===== config.mk =====
export PLATFORM = sky130hd
export DESIGN_NAME = pbc_bus_config
export DESIGN_NICKNAME = d
export VERILOG_FILES = /design/src/hdl/pbc_pkg.sv /design/src/hdl/pbc_burst_seq.sv /design/src/hdl/pbc_bus_config.sv
export SDC_FILE = /design/constraint.sdc
export NUM_CORES = 1
export LEC_CHECK = 0
export ABC_CLOCK_PERIOD_IN_PS = 2600
export BUFFER_PORTS_ARGS = -buffer_cell sky130_fd_sc_hd__buf_4
export CAP_MARGIN = 30
export CORE_ASPECT_RATIO = 0.7
export CORE_MARGIN = 2
export CORE_UTILIZATION = 35
export DETAILED_ROUTE_END_ITERATION = 10
export PLACE_DENSITY_LB_ADDON = 0.25
export SYNTH_ARGS = -nofsm -noshare
export SYNTH_HDL_FRONTEND = slang
export SYNTH_SLANG_ARGS = --single-unit

===== constraint.sdc =====
create_clock -name clock -period 2.6 [get_ports clock]
set_input_delay 0.39 -clock clock [delete_from_list [all_inputs] [get_ports clock]]
set_output_delay 0.39 -clock clock [all_outputs]
set_load 0.005 [all_outputs]

===== src/hdl/pbc_pkg.sv =====
// Constants, codes and types for the burst RAM bus configuration block
// Notes on behaviour
// [RL1] Mode bit: 0 synchronous, 1 asynchronous default
// [RL2] Clock edge while latch low: flash mode
// [RL3] Latency type: 0 variable, 1 fixed
// [RL4] Latency count: cycles to first data word
// [RL5] Latency codes 010..110 give three..seven cycles
// [RL6] Wait polarity: 0 low, 1 high default
// [RL7] Timing 0: data follows wait change
// [RL8] Timing 1: wait moves one cycle early
// [RL9] Drive codes: full, half default, quarter
// [RL10] Wrap bit: 0 wraps, 1 no wrap
// [RL11] No wrap: run to row end
// [RL12] Burst length codes 4..32 words, continuous
// [RL13] Continuous burst ignores all address boundaries
// [RL14] All bus modes come from this register
// [RL15] Reserved code written: defaults used instead
// [RL16] Defaults loaded at power-up reset
// [RL17] Select low 0, high 1 picks register
// [RL18] Controller writes zero to bits 9,7,6
// [RL19] Bit n from line n; reads return value
package pbc_pkg;

    // ========================================================================
    // Register layout
    localparam int          CFG_W        = 16;
    localparam logic [15:0] CFG_DEFAULT  = 16'h9d1f;
    localparam logic [15:0] CFG_RSVD_MSK = 16'h02c0;
    localparam int          OPMODE_BIT   = 15;
    localparam int          LATTYPE_BIT  = 14;
    localparam int          LATCNT_LSB   = 11;
    localparam int          WAITPOL_BIT  = 10;
    localparam int          WAITTIM_BIT  = 8;
    localparam int          DRIVE_LSB    = 4;
    localparam int          WRAP_BIT     = 3;
    localparam int          BLEN_LSB     = 0;

    // ========================================================================
    // Field codes
    localparam logic [2:0]  LAT_3        = 3'h2;
    localparam logic [2:0]  LAT_4        = 3'h3;
    localparam logic [2:0]  LAT_5        = 3'h4;
    localparam logic [2:0]  LAT_6        = 3'h5;
    localparam logic [2:0]  LAT_7        = 3'h6;
    localparam logic [1:0]  DRV_FULL     = 2'h0;
    localparam logic [1:0]  DRV_HALF     = 2'h1;
    localparam logic [1:0]  DRV_QUARTER  = 2'h2;
    localparam logic [2:0]  BLEN_4       = 3'h1;
    localparam logic [2:0]  BLEN_8       = 3'h2;
    localparam logic [2:0]  BLEN_16      = 3'h3;
    localparam logic [2:0]  BLEN_32      = 3'h4;
    localparam logic [2:0]  BLEN_CONT    = 3'h7;

    // ========================================================================
    // Register select and reset values
    localparam logic        SEL_LOW_CFG  = 1'b0;
    localparam logic        SEL_HIGH_CFG = 1'b1;
    localparam logic [3:0]  LATCNT_RST   = 4'h0;
    localparam int          SYNC_W       = 24;

    typedef enum logic [1:0] {PBC_IDLE, PBC_LATENCY, PBC_DATA} pbc_state_t;

endpackage : pbc_pkg


===== src/hdl/pbc_burst_seq.sv =====
// Burst word address sequencer: wrap, linear to row end, or continuous
`timescale 1ns/1ps
`default_nettype none
module pbc_burst_seq #(
    parameter int ADDR_W = 16,
    parameter int ROW_W  = 7
) (
    // Clock and reset
    input  wire logic              clock,
    input  wire logic              rst,
    // Control
    input  wire logic              load,
    input  wire logic [ADDR_W-1:0] start_addr,
    input  wire logic              advance,
    input  wire logic              wrap_en,
    input  wire logic [2:0]        blen_code,
    // Sequence state
    output logic      [ADDR_W-1:0] word_addr_ff,
    output logic                   row_end_ff
);
    import pbc_pkg::*;

    logic [ADDR_W-1:0] wrap_mask;
    logic [ADDR_W-1:0] addr_inc;
    logic [ADDR_W-1:0] nxt_addr;
    logic              nxt_row_end;

    always_comb begin
        case (blen_code)
            BLEN_4:  wrap_mask = ADDR_W'(4'h3);
            BLEN_8:  wrap_mask = ADDR_W'(4'h7);
            BLEN_16: wrap_mask = ADDR_W'(8'h0f);
            BLEN_32: wrap_mask = ADDR_W'(8'h1f);
            default: wrap_mask = '0;
        endcase
    end

    assign addr_inc = word_addr_ff + ADDR_W'(1);

    always_comb begin
        nxt_addr    = word_addr_ff;
        nxt_row_end = row_end_ff;
        if (blen_code == BLEN_CONT) begin
            // [RL13] Continuous linear count
            nxt_addr = addr_inc;
        end else if (!wrap_en) begin
            // [RL11] Stop at row end
            if (&word_addr_ff[ROW_W-1:0]) begin
                nxt_row_end = 1'b1;
            end else begin
                nxt_addr = addr_inc;
            end
        end else begin
            // [RL10] Wrap inside burst length
            nxt_addr = (word_addr_ff & ~wrap_mask) | (addr_inc & wrap_mask);
        end
    end

    always_ff @(posedge clock) begin
        if (rst) begin
            word_addr_ff <= '0;
            row_end_ff   <= 1'b0;
        end else if (load) begin
            word_addr_ff <= start_addr;
            row_end_ff   <= 1'b0;
        end else if (advance) begin
            word_addr_ff <= nxt_addr;
            row_end_ff   <= nxt_row_end;
        end
    end

endmodule : pbc_burst_seq
`default_nettype wire


===== src/hdl/pbc_bus_config.sv =====
// Bus configuration register with decoded modes and burst wait timing
`timescale 1ns/1ps
`default_nettype none
module pbc_bus_config #(
    parameter int ADDR_W = 16,
    parameter int ROW_W  = 7
) (
    // Clock and reset
    input  wire logic              clock,
    input  wire logic              rst,
    // Memory bus pins
    input  wire logic              burst_clk,
    input  wire logic              latch_n,
    input  wire logic              chip_en_n,
    input  wire logic              write_en_n,
    input  wire logic              out_en_n,
    input  wire logic              cfg_en,
    input  wire logic              reg_select_low,
    input  wire logic              reg_select_high,
    input  wire logic [15:0]       muxed_in,
    output logic      [15:0]       muxed_out_ff,
    output logic                   muxed_oe_ff,
    output logic                   wait_pin_ff,
    output logic                   wait_oe_ff,
    // Core side
    input  wire logic              refresh_busy,
    output logic      [15:0]       cfg_value_ff,
    output logic                   sync_mode_ff,
    output logic                   flash_mode_ff,
    output logic                   fixed_latency_ff,
    output logic      [3:0]        latency_cycles_ff,
    output logic      [1:0]        drive_strength_ff,
    output logic                   wrap_en_ff,
    output logic      [5:0]        burst_words_ff,
    output logic                   burst_valid_ff,
    output logic      [ADDR_W-1:0] burst_addr_ff,
    output logic                   burst_row_end_ff
);
    import pbc_pkg::*;

    // ========================================================================
    // Pin synchronisers
    logic [SYNC_W-1:0] pins_s1_ff;
    logic [SYNC_W-1:0] pins_s2_ff;
    logic              k_prev_ff;
    logic              l_prev_ff;

    always_ff @(posedge clock) begin
        if (rst) begin
            pins_s1_ff <= {8'h7e, 16'h0000};
            pins_s2_ff <= {8'h7e, 16'h0000};
            k_prev_ff  <= 1'b0;
            l_prev_ff  <= 1'b1;
        end else begin
            pins_s1_ff <= {burst_clk, latch_n, chip_en_n, write_en_n, out_en_n,
                           cfg_en, reg_select_low, reg_select_high, muxed_in};
            pins_s2_ff <= pins_s1_ff;
            k_prev_ff  <= pins_s2_ff[23];
            l_prev_ff  <= pins_s2_ff[22];
        end
    end

    logic        k_s;
    logic        l_n_s;
    logic        ce_n_s;
    logic        we_n_s;
    logic        oe_n_s;
    logic        cfg_s;
    logic        sel_lo_s;
    logic        sel_hi_s;
    logic [15:0] adq_s;
    logic        k_rise;
    logic        l_rise;
    logic        cfg_sel;

    assign {k_s, l_n_s, ce_n_s, we_n_s, oe_n_s, cfg_s, sel_lo_s, sel_hi_s, adq_s} = pins_s2_ff;
    assign k_rise  = k_s & ~k_prev_ff;
    assign l_rise  = l_n_s & ~l_prev_ff;
    // [RL17] Register select decode
    assign cfg_sel = cfg_s & ~ce_n_s & (sel_lo_s == SEL_LOW_CFG) & (sel_hi_s == SEL_HIGH_CFG);

    // ========================================================================
    // Configuration register
    function automatic logic has_reserved(input logic [15:0] v);
        logic [2:0] lat;
        logic [2:0] bl;
        lat = v[LATCNT_LSB +: 3];
        bl  = v[BLEN_LSB +: 3];
        has_reserved = (lat < LAT_3) || (lat > LAT_7)
                    || (v[DRIVE_LSB +: 2] == 2'h3)
                    || ((bl > BLEN_32) && (bl != BLEN_CONT)) || (bl == 3'h0)
                    // [RL18] Nonzero reserved bits fall back too
                    || ((v & CFG_RSVD_MSK) != 16'h0000);
    endfunction : has_reserved

    logic cfg_write;
    assign cfg_write = cfg_sel & l_rise & ~we_n_s;

    always_ff @(posedge clock) begin
        if (rst) begin
            // [RL16] Power-up defaults
            cfg_value_ff <= CFG_DEFAULT;
        end else if (cfg_write) begin
            // [RL15] Reserved contents replaced by defaults
            // [RL19] Bit n from line n
            cfg_value_ff <= has_reserved(adq_s) ? CFG_DEFAULT : adq_s;
        end
    end

    // [RL19] Read returns held value
    always_ff @(posedge clock) begin
        if (rst) begin
            muxed_out_ff <= 16'h0000;
            muxed_oe_ff  <= 1'b0;
        end else begin
            muxed_out_ff <= cfg_value_ff;
            muxed_oe_ff  <= cfg_sel & we_n_s & ~oe_n_s;
        end
    end

    // ========================================================================
    // Field decode
    // [RL14] Every mode output derives from one register
    always_ff @(posedge clock) begin
        if (rst) begin
            sync_mode_ff      <= ~CFG_DEFAULT[OPMODE_BIT];
            fixed_latency_ff  <= CFG_DEFAULT[LATTYPE_BIT];
            latency_cycles_ff <= 4'h4;
            drive_strength_ff <= CFG_DEFAULT[DRIVE_LSB +: 2];
            wrap_en_ff        <= ~CFG_DEFAULT[WRAP_BIT];
            burst_words_ff    <= 6'h00;
        end else begin
            // [RL1] Mode bit low selects synchronous
            sync_mode_ff     <= ~cfg_value_ff[OPMODE_BIT];
            // [RL3] Latency type select
            fixed_latency_ff <= cfg_value_ff[LATTYPE_BIT];
            // [RL5] Latency code decode
            case (cfg_value_ff[LATCNT_LSB +: 3])
                LAT_3:   latency_cycles_ff <= 4'h3;
                LAT_5:   latency_cycles_ff <= 4'h5;
                LAT_6:   latency_cycles_ff <= 4'h6;
                LAT_7:   latency_cycles_ff <= 4'h7;
                default: latency_cycles_ff <= 4'h4;
            endcase
            // [RL9] Drive strength decode
            drive_strength_ff <= cfg_value_ff[DRIVE_LSB +: 2];
            // [RL10] Wrap enable when bit is low
            wrap_en_ff <= ~cfg_value_ff[WRAP_BIT];
            // [RL12] Burst length decode, zero means continuous
            case (cfg_value_ff[BLEN_LSB +: 3])
                BLEN_4:  burst_words_ff <= 6'h04;
                BLEN_8:  burst_words_ff <= 6'h08;
                BLEN_16: burst_words_ff <= 6'h10;
                BLEN_32: burst_words_ff <= 6'h20;
                default: burst_words_ff <= 6'h00;
            endcase
        end
    end

    // ========================================================================
    // Flash-compatible mode detection
    logic addr_phase_edge_ff;

    always_ff @(posedge clock) begin
        if (rst) begin
            addr_phase_edge_ff <= 1'b0;
            flash_mode_ff      <= 1'b0;
        end else if (!l_n_s && !ce_n_s) begin
            if (k_rise) begin
                addr_phase_edge_ff <= 1'b1;
            end
        end else if (l_rise) begin
            // [RL2] Edge seen in address phase in synchronous mode means flash mode
            flash_mode_ff      <= sync_mode_ff & (addr_phase_edge_ff | k_rise);
            addr_phase_edge_ff <= 1'b0;
        end
    end

    // ========================================================================
    // Synchronous burst timing
    pbc_state_t state_ff;
    logic [3:0] lat_cnt_ff;
    logic       is_write_ff;
    logic       wait_act_ff;
    logic       start;
    logic       hold_ok;
    logic       now_ok;
    logic       early_ok;
    logic       seq_row_end;
    logic       seq_advance;
    logic       row_mode;
    logic       row_stop;
    logic       row_near;

    assign start    = sync_mode_ff & k_rise & ~l_n_s & ~ce_n_s & ~cfg_s;
    // Variable latency stretches reads only while refresh holds the array
    assign hold_ok  = fixed_latency_ff | is_write_ff | ~refresh_busy;
    // [RL4] Count edges from the start edge to the first word
    assign now_ok   = ((lat_cnt_ff + 4'h1) >= latency_cycles_ff) & hold_ok
                    & (~cfg_value_ff[WAITTIM_BIT] | ~wait_act_ff);
    assign early_ok = ((lat_cnt_ff + 4'h2) >= latency_cycles_ff) & hold_ok;
    assign seq_advance = (state_ff == PBC_DATA) & k_rise & ~seq_row_end;
    assign row_mode = ~wrap_en_ff & (cfg_value_ff[BLEN_LSB +: 3] != BLEN_CONT);
    assign row_stop = row_mode & (&burst_addr_ff[ROW_W-1:0]);
    assign row_near = row_mode & (burst_addr_ff[ROW_W-1:0] == ~ROW_W'(1));

    always_ff @(posedge clock) begin
        if (rst) begin
            state_ff    <= PBC_IDLE;
            lat_cnt_ff  <= LATCNT_RST;
            is_write_ff <= 1'b0;
        end else if (ce_n_s) begin
            state_ff   <= PBC_IDLE;
            lat_cnt_ff <= LATCNT_RST;
        end else begin
            case (state_ff)
                PBC_IDLE: begin
                    if (start) begin
                        state_ff    <= PBC_LATENCY;
                        lat_cnt_ff  <= LATCNT_RST;
                        is_write_ff <= ~we_n_s;
                    end
                end
                PBC_LATENCY: begin
                    if (k_rise) begin
                        lat_cnt_ff <= lat_cnt_ff + 4'h1;
                        if (now_ok) begin
                            state_ff <= PBC_DATA;
                        end
                    end
                end
                PBC_DATA: state_ff <= PBC_DATA;
                default: state_ff <= PBC_IDLE;
            endcase
        end
    end

    always_ff @(posedge clock) begin
        if (rst) begin
            wait_act_ff    <= 1'b0;
            burst_valid_ff <= 1'b0;
        end else if (ce_n_s) begin
            wait_act_ff    <= 1'b0;
            burst_valid_ff <= 1'b0;
        end else if (state_ff == PBC_IDLE) begin
            wait_act_ff    <= start;
            burst_valid_ff <= 1'b0;
        end else if (k_rise) begin
            if (state_ff == PBC_LATENCY) begin
                burst_valid_ff <= now_ok;
                if (cfg_value_ff[WAITTIM_BIT]) begin
                    // [RL8] Wait released one cycle ahead of data
                    wait_act_ff <= ~early_ok;
                end else begin
                    // [RL7] Wait released together with data
                    wait_act_ff <= ~now_ok;
                end
            end else begin
                // [RL11] Row end halts data, wait asserted
                burst_valid_ff <= ~(seq_row_end | row_stop);
                wait_act_ff    <= seq_row_end | row_stop | (cfg_value_ff[WAITTIM_BIT] & row_near);
            end
        end
    end

    // [RL6] Wait pin level follows polarity bit
    always_ff @(posedge clock) begin
        if (rst) begin
            wait_pin_ff <= ~CFG_DEFAULT[WAITPOL_BIT];
            wait_oe_ff  <= 1'b0;
        end else begin
            wait_pin_ff <= cfg_value_ff[WAITPOL_BIT] ? wait_act_ff : ~wait_act_ff;
            wait_oe_ff  <= ~ce_n_s;
        end
    end

    pbc_burst_seq #(
        .ADDR_W (ADDR_W),
        .ROW_W  (ROW_W)
    ) u_seq (
        .clock        (clock),
        .rst          (rst),
        .load         (start & (state_ff == PBC_IDLE)),
        .start_addr   (adq_s[ADDR_W-1:0]),
        .advance      (seq_advance),
        .wrap_en      (wrap_en_ff),
        .blen_code    (cfg_value_ff[BLEN_LSB +: 3]),
        .word_addr_ff (burst_addr_ff),
        .row_end_ff   (seq_row_end)
    );

    always_ff @(posedge clock) begin
        if (rst) begin
            burst_row_end_ff <= 1'b0;
        end else begin
            burst_row_end_ff <= seq_row_end;
        end
    end

    // ========================================================================
    // Checks
    chk_reset_default: assert property (@(posedge clock) // [RL16]
        rst |=> (cfg_value_ff == CFG_DEFAULT))
        else $error("register not default after reset");

    chk_reserved_write: assert property (@(posedge clock) disable iff (rst) // [RL15]
        (cfg_write && has_reserved(adq_s)) |=> (cfg_value_ff == CFG_DEFAULT))
        else $error("reserved write not replaced by defaults");

    chk_write_take: assert property (@(posedge clock) disable iff (rst) // [RL19]
        (cfg_write && !has_reserved(adq_s)) |=> (cfg_value_ff == $past(adq_s)))
        else $error("valid write not stored");

    chk_sync_decode: assert property (@(posedge clock) disable iff (rst) // [RL1]
        $changed(cfg_value_ff) |=> ##1 (sync_mode_ff == ~$past(cfg_value_ff[OPMODE_BIT], 2)))
        else $error("operating mode decode wrong");

    chk_latency_decode: assert property (@(posedge clock) disable iff (rst) // [RL5]
        (cfg_value_ff[LATCNT_LSB +: 3] == LAT_3) ##1 (cfg_value_ff[LATCNT_LSB +: 3] == LAT_3)
        |-> (latency_cycles_ff == 4'h3))
        else $error("latency code decode wrong");

    chk_length_decode: assert property (@(posedge clock) disable iff (rst) // [RL12]
        (cfg_value_ff[BLEN_LSB +: 3] == BLEN_16) [*2] |-> (burst_words_ff == 6'h10))
        else $error("burst length decode wrong");

    chk_wait_polarity: assert property (@(posedge clock) disable iff (rst) // [RL6]
        $stable(cfg_value_ff) |=> (wait_pin_ff == ($past(cfg_value_ff[WAITPOL_BIT]) ?
                                   $past(wait_act_ff) : ~$past(wait_act_ff))))
        else $error("wait pin polarity wrong");

    chk_wait_early: assert property (@(posedge clock) disable iff (rst) // [RL8]
        ($rose(burst_valid_ff) && cfg_value_ff[WAITTIM_BIT] && $stable(cfg_value_ff)
         && (state_ff == PBC_DATA)) |-> !$past(wait_act_ff))
        else $error("wait not released one cycle before data");

    chk_wait_same: assert property (@(posedge clock) disable iff (rst) // [RL7]
        ($rose(burst_valid_ff) && !cfg_value_ff[WAITTIM_BIT] && $stable(cfg_value_ff))
        |-> $fell(wait_act_ff))
        else $error("wait not released with data");

    chk_latency_count: assert property (@(posedge clock) disable iff (rst) // [RL4]
        $rose(burst_valid_ff) |-> (lat_cnt_ff >= latency_cycles_ff))
        else $error("data phase entered before latency");

endmodule : pbc_bus_config
`default_nettype wire


==> results of run 1 <==
[cell families (layout without fill, tap and decap cells)]
logic type / count (synthesis) / in the layout
multiplexers: 3 / 3
XOR/XNOR: 13 / 13
flip-flops: 124 / 124
buffers and inverters: 45 / 144
adder cells (fa/ha/maj): 13 / 13
AO/OA/AOI/OAI: 87 / 87
other: 1 / 3
AND/OR/NAND/NOR: 205 / 205
[how the worst min path moves through the flow]
| stage | end | cells after the start | slack (ns) |
|---|---|---|---|
| 6_report | pins_s1_ff[19] | 2 | 0.15 |
| 5_1_grt | pins_s1_ff[17] | 2 | 0.15 |
| 4_1_cts | pins_s1_ff[19] | 2 | 0.13 |
| 3_5_place_dp | pins_s2_ff[21] | 1 | 0.40 |
| 3_3_place_gp | pins_s2_ff[18] | 1 | 0.40 |
| 2_1_floorplan | muxed_oe_ff | 1 | 0.38 |
[worst register-to-register path: stages, from the launching register on]
cell and delay, ns:
dfxtp_1 0.39, ha_1 0.23, xor2_1 0.16, ha_1 0.24
o21a_1 0.11, a2111oi_0 0.55, o31ai_1 0.20, nand2_1 0.16
mux2i_1 0.22
[cells in the mapped netlist, drive strengths merged, types with 4 or more instances]
master,instances
or2,16
clkbuf,14
nor2,26
nand4,7
a211oi,6
nand3b,4
buf,15
nand3,12
a221oi,4
nand2,20
nor3,17
nor2b,56
dfxtp,124
ha,13
o31ai,6
xor2,8
inv,15
or3,5
nand2b,15
a21oi,20
o21ai,8
nor4b,4
xnor2,5
o22ai,12
a31oi,6
[per-stage QoR]
step / power [mW] / setup slack (ns)
floorplan: 2.07 / 0.615
global placement: 2.14 / 0.486
detailed placement: 2.14 / 0.367
CTS: 4.60 / 0.309
global route: 4.70 / 0.107
finish: 4.56 / 0.258
[layer usage]
metal | GRT usage [%] | wire [microns] | vias up
li1 | - | - | 1898
met1 | 23.0 | 5780 | 1822
met2 | 25.6 | 5240 | 156
met3 | 4.69 | 839 | 28
met4 | 8.74 | 259 | 0
met5 | 0 | 0 | -
[registers in the layout (all words and copies together) (netlist names), 2 cells and up, named ones only]
| name | count |
|---|---|
| u_seq.word_addr_ff | 12 |
| cfg_value_ff | 16 |
| latency_cycles_ff | 3 |
| state_ff | 2 |
| lat_cnt_ff | 4 |
| pins_s2_ff | 24 |
| burst_words_ff | 4 |
| muxed_out_ff | 16 |
| pins_s1_ff | 24 |
[power by group through the flow]
stage | sequential [mW] | combinational (mW) | clock, mW
6_report | 1.97 | 0.126 | 2.46
5_1_grt | 1.98 | 0.141 | 2.58
4_1_cts | 1.97 | 0.128 | 2.50
3_5_place_dp | 2.01 | 0.127 | 0
3_3_place_gp | 2.01 | 0.125 | 0
2_1_floorplan | 2.00 | 0.0718 | 0
[final cells by class]
type                            count  area, sq um
Sequential cell                   124         2480
Clock inverter                     12          161
Tap cell                          185          231
Inverter                           15         56.3
Timing Repair Buffer               97          728
Fill cell                        1276         7070
Clock buffer                       20          457
Multi-Input combinational cell    324         2130
==> results.md, run 1 <==
- The share of synthesized area in the top cell type comes to 51.3%.
- The combinational fraction of design power is under 10%.
- The count of unresolved DRC violations after routing is 0.
- The source-to-sink clock delay at the later pin of the worst-skew pair is approximately 0.42 ns.
- In this design, the largest share of critical-path delay is due to compound AO/OA/AOI/OAI gates.
- The net switching fraction of the power is a little over a fifth.
- The shortest period the worst path allows is 2.34 ns.
- STA classifies the critical path startpoint as a flip-flop.
- The number of iterations in the first detailed-routing pass is 5.
- The slowest cell on the critical path is a2111oi_0.
- At the end of routability-driven placement, the weighted congestion stood at ~0.92.
- The share of the clock period used by the worst path is about nine tenths.
- For the worst setup path, the data required time is ~2.9 ns.
- Setup repair after global routing left no endpoint under its margin.
- The analysis attributes to net switching a power of between 0.9 and 1 mW.
- The most common library cell in the layout ignoring fill and taps is dfxtp_1.
- The clock-pin transition on the worst setup and hold timing paths is approximately 0.06 ns.
- The destination of the worst register-to-register timing path is state_ff[0].
- Once the clock tree was built, the setup fixing pass inserted 0 buffers.
- The internal portion of total power is approximately 3.6 mW.
- The global-route wire length before repair is ~19000 microns.
- The number of clock sinks seen by CTS is about 120.
- At the pin with the least slew margin, the transition time is roughly 0.83 ns.
- The initial detailed-routing violation count is ~300.
- The start point of the critical path is lat_cnt_ff[0].
- The area growth from synthesis to layout is 29.0%.
- The total number of yosys warnings is 0.
- Synthesis inferred 124 register bits.
- The area enclosed by the die boundary is between 0.01 and 0.015 sq mm.
- Static timing analysis puts the maximum clock frequency at about 0.43 GHz.
- The area after detailed placement is 0.00563 sq mm.
- The detailed placement HPWL is approximately 8600 microns.
- The cell area after technology mapping is 0.00484 sq mm.
- The share of post-route cells with drive strength above 1 is 26.5%.
- The area share of xor/xnor cells in the synthesized design is between 2 and 2.5%.
- The worst slew slack as a fraction of its limit is between 40 and 50%.
- The number of antenna violations at the first check in global routing was 0.
- The number of buffers and inverters on the critical path is 0.
- The worst-case IR drop observed on VDD is between 400 and 500 uV.
- By area, the combinational part of the netlist is dominated by simple AND/OR/NAND/NOR gates.
- In this run the horizontal extent of the chip is roughly 140 microns.
- The mean routed wirelength per cell is ~16 microns.
- Summing the areas of all and, or, nand and nor instances in the mapped netlist gives ~25% of the synthesized area.
- The quantity of gates resized following cts is 0.
- The region available for standard cell placement spans between 0.01 and 0.015 sq mm.
- TritonCTS built the clock tree.
- The H-tree was split into 4 levels.
- The sequential group share of total power is a little over two fifths.
- The global-route usage over all layers is between 10% and 20%.
- Buffers inserted during clock tree synthesis total 17.
- The count of hold-fix buffers inserted at cts is 0.
- The port buffer count is 92.
- The synthesized design contains 0 enable-type register cells.
- The most numerous cell type found on the critical path is ha_1.
- The number of pins exceeding their max-slew limit in the final report is 0.
- 0 antenna diodes ended up in the layout.
- For the worst setup path, the data arrival time is between 2 and 3 ns.
- The startpoint of the lowest-slack register-to-register path is lat_cnt_ff[0].
- Summing the areas of all compound-gate instances in the mapped netlist gives roughly an eighth of the synthesized area.
- The power density relative to cell area is roughly 730 mW/mm^2.
- By area the synthesized netlist is led by dfxtp_1, nor2b_1, ha_1.
- The adder-cell share of the synthesized area is 3.36%.
- Dividing the detail-routed via count by the number of cells gives 5.02.
- In the layout the commonest cells are dfxtp_1, buf_4, nor2b_1.
- The worst hold path begins at out_en_n.
- The number of global-route vias before repair is 3758.
- The detailed-route via count is a little under 4000.
- For this run, the share of the core covered by cells in the final layout is around 47%.
- The detail route stage leaves a number of antenna-violating nets equal to 0.
- The worst-path maximum fanout is 5.
- The total instance count after detailed placement is 745.
- From bottom edge to top edge, the die measures 102 microns.
- The finished cells cover approximately 0.0062 sq mm.
- The final hold violation count was 0.
- The overflow left after global routing is 0.
- The class of the worst hold path is input port to flip-flop.
- The run finished with clean final reports.
- The largest net degree at the start of global routing is 53.
- The largest stage delay on the critical path is about 0.55 ns.
- The cell accounting for the most synthesized area is dfxtp_1.
- Setup violations remaining at the end of the flow were counted as 0.
- The part of the total power dissipated in the clock network is a little over half.
- For the worst flop-to-flop path, the logic depth is 8.
- The total negative slack for setup checks is 0 ns.
- In this run the count of I/O pins placed on the die edge is between 90 and 100.
- The minimum hold slack is 0.153 ns.
- The clock passes through at most 2 buffers.
- The sequential element share of the synthesized area is around 51%.
- Once the floorplan was initialized, standard cells occupied 36.4% of the core.
- In this run the worst setup path terminates at state_ff[0].
- The wire length reported by the detailed router is between 10000 and 15000 microns.
- For this run, asynchronously set or reset flops after synthesis account for 0%.
- The post-layout net count is approximately 620.
- The clock skew is a little under 0.01 ns.
- The max-cap violation count is 0.
- The leakage component of the power is roughly 2.5 nW.
- The root buffer cell chosen for the clock tree is clkbuf_16.
- The total number of placement rows is 35.
- The final cell count without fillers is approximately 800.
- In this run the register-to-register setup slack is between 0.2 and 0.3 ns.
- The number of distinct library cell variants in the gate-level netlist after synthesis is 64.
- The leading register cell type out of synthesis is dfxtp_1.
- STA classifies the critical path endpoint as a flip-flop.
- Traced cell by cell, the critical path runs through ha_1, xor2_1, ha_1, o21a_1, a2111oi_0, o31ai_1, nand2_1, mux2i_1.
- The critical path crosses 8 cells after its start point.
- A synthesized cell averages 9.86 sq um.
- The setup path with the least slack is of type flip-flop to flip-flop.
- Multiplexer cells account for 0.646% of the synthesized area.
- The post-synthesis instance total is around 490.
(Power assumes the default switching activity.)
==> run 2, diff against run 1 <==
--- a/config.mk
+++ b/config.mk
@@ -9,10 +9,10 @@
 export BUFFER_PORTS_ARGS = -buffer_cell sky130_fd_sc_hd__buf_4
 export CAP_MARGIN = 30
 export CORE_ASPECT_RATIO = 0.7
-export CORE_MARGIN = 2
+export CORE_MARGIN = 5
 export CORE_UTILIZATION = 35
 export DETAILED_ROUTE_END_ITERATION = 10
-export PLACE_DENSITY_LB_ADDON = 0.25
+export PLACE_DENSITY_LB_ADDON = 0.15
 export SYNTH_ARGS = -nofsm -noshare
 export SYNTH_HDL_FRONTEND = slang
 export SYNTH_SLANG_ARGS = --single-unit
==> run 2 against run 1 <==
Effect of this change:
- total power shrank 1.3%
- sequential share of layout area is essentially flat
- wire length is 0.45% higher
- count of clock-buffer cells in the layout fell by 1
- cell count rose by 0.77%
- hold slack better by 0.0096 ns
- sequential cell count stayed put
- combinational power hardly changed
- die area is 10% higher
- critical path type unchanged
- critical endpoint is now state_ff[1]
- highest routed layer unchanged
==> results.md, run 2 (synthesis gave the netlist of run 1 again) <==
- STA classifies the critical path startpoint as a flip-flop.
- The largest net degree at the start of global routing was 64 (+21%).
- The category of the critical setup timing path is flip-flop to flip-flop.
- The vertical die dimension is 108 microns (+5.9%).
- The endpoint with the worst hold slack is pins_s1_ff[18].
- The leakage component of the power came to 2.52 nW (-0.22%).
- The placer congestion estimate is 0.820 (-11%).
- The fraction of the core area covered by cells at the end of the flow came to 45.5% (-1.4 points).
- The number of endpoints failing setup at the final stage is 0 (unchanged).
- The maximum number of buffers from clock root to sink is 2 (unchanged).
- The detailed-route via count is 3781 (-3.2%).
- The flow ran to the end, and the final reports show no timing, DRC or antenna violations.
- The mean routed wirelength per cell is 15.6 microns (-0.32%).
- The effective utilization at floorplan is 35.2% (-1.1 points).
- The count of hold-fix buffers inserted at cts is 0 (unchanged).
- The number of global-route vias before repair is 3687 (-1.9%).
- The share of post-route cells with drive strength above 1 was 26.8% (+0.29 points).
- The number of antenna diodes is 0 (unchanged).
- The power density relative to cell area came to 721 mW/mm^2 (-1.4%).
- The number of antenna violations at the first check in global routing is 0 (unchanged).
- The arrival time reported for the critical path endpoint was 2.57 ns (-0.10 ns).
- The initial detailed-routing violation count is 244 (-20%).
- The shortest period the worst path allows came to 2.24 ns (-0.100 ns).
- The worst-path maximum fanout is 5 (unchanged).
- The register-to-register path setup slack came to 0.36 ns (+0.10 ns).
- The port buffer count came to 92 (unchanged).
- The post-layout net count is 620 (+0.16%).
- The core outline area is 0.0137 sq mm (+3.2%).
- The number of instances on the worst hold path is 2 (unchanged).
- The clock skew is 0.00676 ns (-0.00298 ns).
- The total negative slack for setup checks was 0 ns (unchanged).
- TritonCTS built the clock tree.
- The area enclosed by the die boundary was 0.0163 sq mm (+10%).
- The max-cap violation count is 0 (unchanged).
- The largest registers in the layout are pins_s1_ff: 24 flops, pins_s2_ff: 24 flops.
- The quantity of gates resized following cts is 0 (unchanged).
- The die span in x is 151 microns (+4.2%).
- The number of pins exceeding their max-slew limit in the final report was 0 (unchanged).
- The average vias per placed instance was 4.83 (-3.9%).
- The number of top-level pins is 96 (unchanged).
- The final hold violation count was 0 (unchanged).
- Setup repair after global routing left no endpoint under its margin.
- Leaving out fill and tap cells, the most frequent cell in the layout is dfxtp_1.
- The detailed placement HPWL was 8640 microns (+0.52%).
- The class of the worst hold path is input port to flip-flop.
- The worst hold path begins at cfg_en.
- The number of fill cells is 1349 (+5.7%).
- The tree is rooted in a clkbuf_16.
- The source-to-sink clock delay at the later pin of the worst-skew pair is 0.41 ns (about the same).
- The number of clock sinks seen by CTS is 124 (unchanged).
- The number of cells traversed by the worst register-to-register path is 8 (unchanged).
- The destination of the worst register-to-register timing path is state_ff[1].
- The share of the clock period used by the worst path is 86.2% (-3.9 points).
- The total number of placement rows is 36 (+2.9%).
- The overflow left after global routing is 0 (unchanged).
- The worst setup path is captured at a flip-flop.
- The required time of the critical path was 2.93 ns (about the same).
- The maximum level of the CTS H-tree is 4 (unchanged).
- The global-route wire length before repair is 19700 microns (+1.9%).
- The number of post-CTS setup repair buffers came to 0 (unchanged).
- The largest vdd supply drop is 467 uV (+0.89%).
- The count of unresolved DRC violations after routing came to 0 (unchanged).
- The clock-pin transition on the worst setup and hold timing paths is 0.06 ns (about the same).
- Leaving out fill and tap cells, the most frequent cells in the layout are dfxtp_1, buf_4, nor2b_1.
- The global-route usage over all layers is 15.6% (-1.6 points).
- The count of antenna-violating nets left after detailed routing is 0 (unchanged).
- The timing-limited maximum frequency is 0.446 GHz (+4.5%).
- The wire length reported by the detailed router is 12200 microns (+0.45%).
- The number of iterations in the first detailed-routing pass is 4 (-1).
- The CTS buffer count came to 17 (unchanged).
- The worst slew slack as a fraction of its limit is 38.6% (-5.4 points).
- The actual slew at the worst max-slew pin is 0.915 ns (+0.0808 ns).
- The layout overhead on the synthesized area is 29.1% (about the same).
- The startpoint of the lowest-slack register-to-register path is lat_cnt_ff[0].
==> run 2: worst max-delay path by stage <==
stage | endpoint | cells after the start | start | slack [ns]
floorplan | state_ff[0] | 8 | lat_cnt_ff[0] | 0.61
global placement | state_ff[0] | 8 | lat_cnt_ff[0] | 0.46
detailed placement | state_ff[0] | 8 | lat_cnt_ff[0] | 0.40
CTS | state_ff[0] | 8 | lat_cnt_ff[0] | 0.37
global route | state_ff[1] | 8 | lat_cnt_ff[0] | 0.02
finish | state_ff[1] | 8 | lat_cnt_ff[0] | 0.36
==> run 2: final cells by class <==
type                            instances  area (sq um)  share of cell area [%]
Sequential cell                       124          2480                    39.7
Multi-Input combinational cell        324          2130                    34.0
Timing Repair Buffer                   98           736                    11.8
Clock buffer                           19           453                    7.25
Tap cell                              190           238                    3.81
Clock inverter                         13           155                    2.48
Inverter                               15          56.3                   0.901
==> run 2: stage by stage <==
step | worst slack [ns] | power, mW | instances | area [sq um] | hold WS [ns]
final | 0.359 | 4.50 | 783 | 6250 | 0.162
after global routing | 0.0243 | 4.66 | 783 | 6250 | 0.142
after CTS | 0.368 | 4.55 | 783 | 6250 | 0.151
after detailed placement | 0.397 | 2.14 | 751 | 5640 | 0.394
after global placement | 0.461 | 2.14 | 751 | 5640 | 0.395
after floorplan | 0.615 | 2.07 | 493 | 4850 | 0.376
==> run 2: power breakdown <==
part | switching (mW) | internal, mW | total (mW)
Combinational | 0.0551 | 0.0702 | 0.125
Sequential | 0.0253 | 1.95 | 1.97
Clock | 0.920 | 1.48 | 2.40
==> run 2: critical path, stage by stage (launching register included) <==
cell,delay (ns)
dfxtp_1,0.40
ha_1,0.23
xor2_1,0.16
ha_1,0.24
o21a_1,0.09
a2111oi_0,0.52
o31ai_1,0.19
nand2_1,0.14
mux2i_1,0.20
==> run 2: per-layer routing <==
| metal | share of wire, % | track usage, % | routed length (microns) |
|---|---|---|---|
| met1 | 50 | 22.3 | 6050 |
| met2 | 44 | 22.6 | 5330 |
| met3 | 5.8 | 4.48 | 711 |
| met4 | 0.78 | 4.70 | 95 |
| met5 | 0 | 0 | 0 |
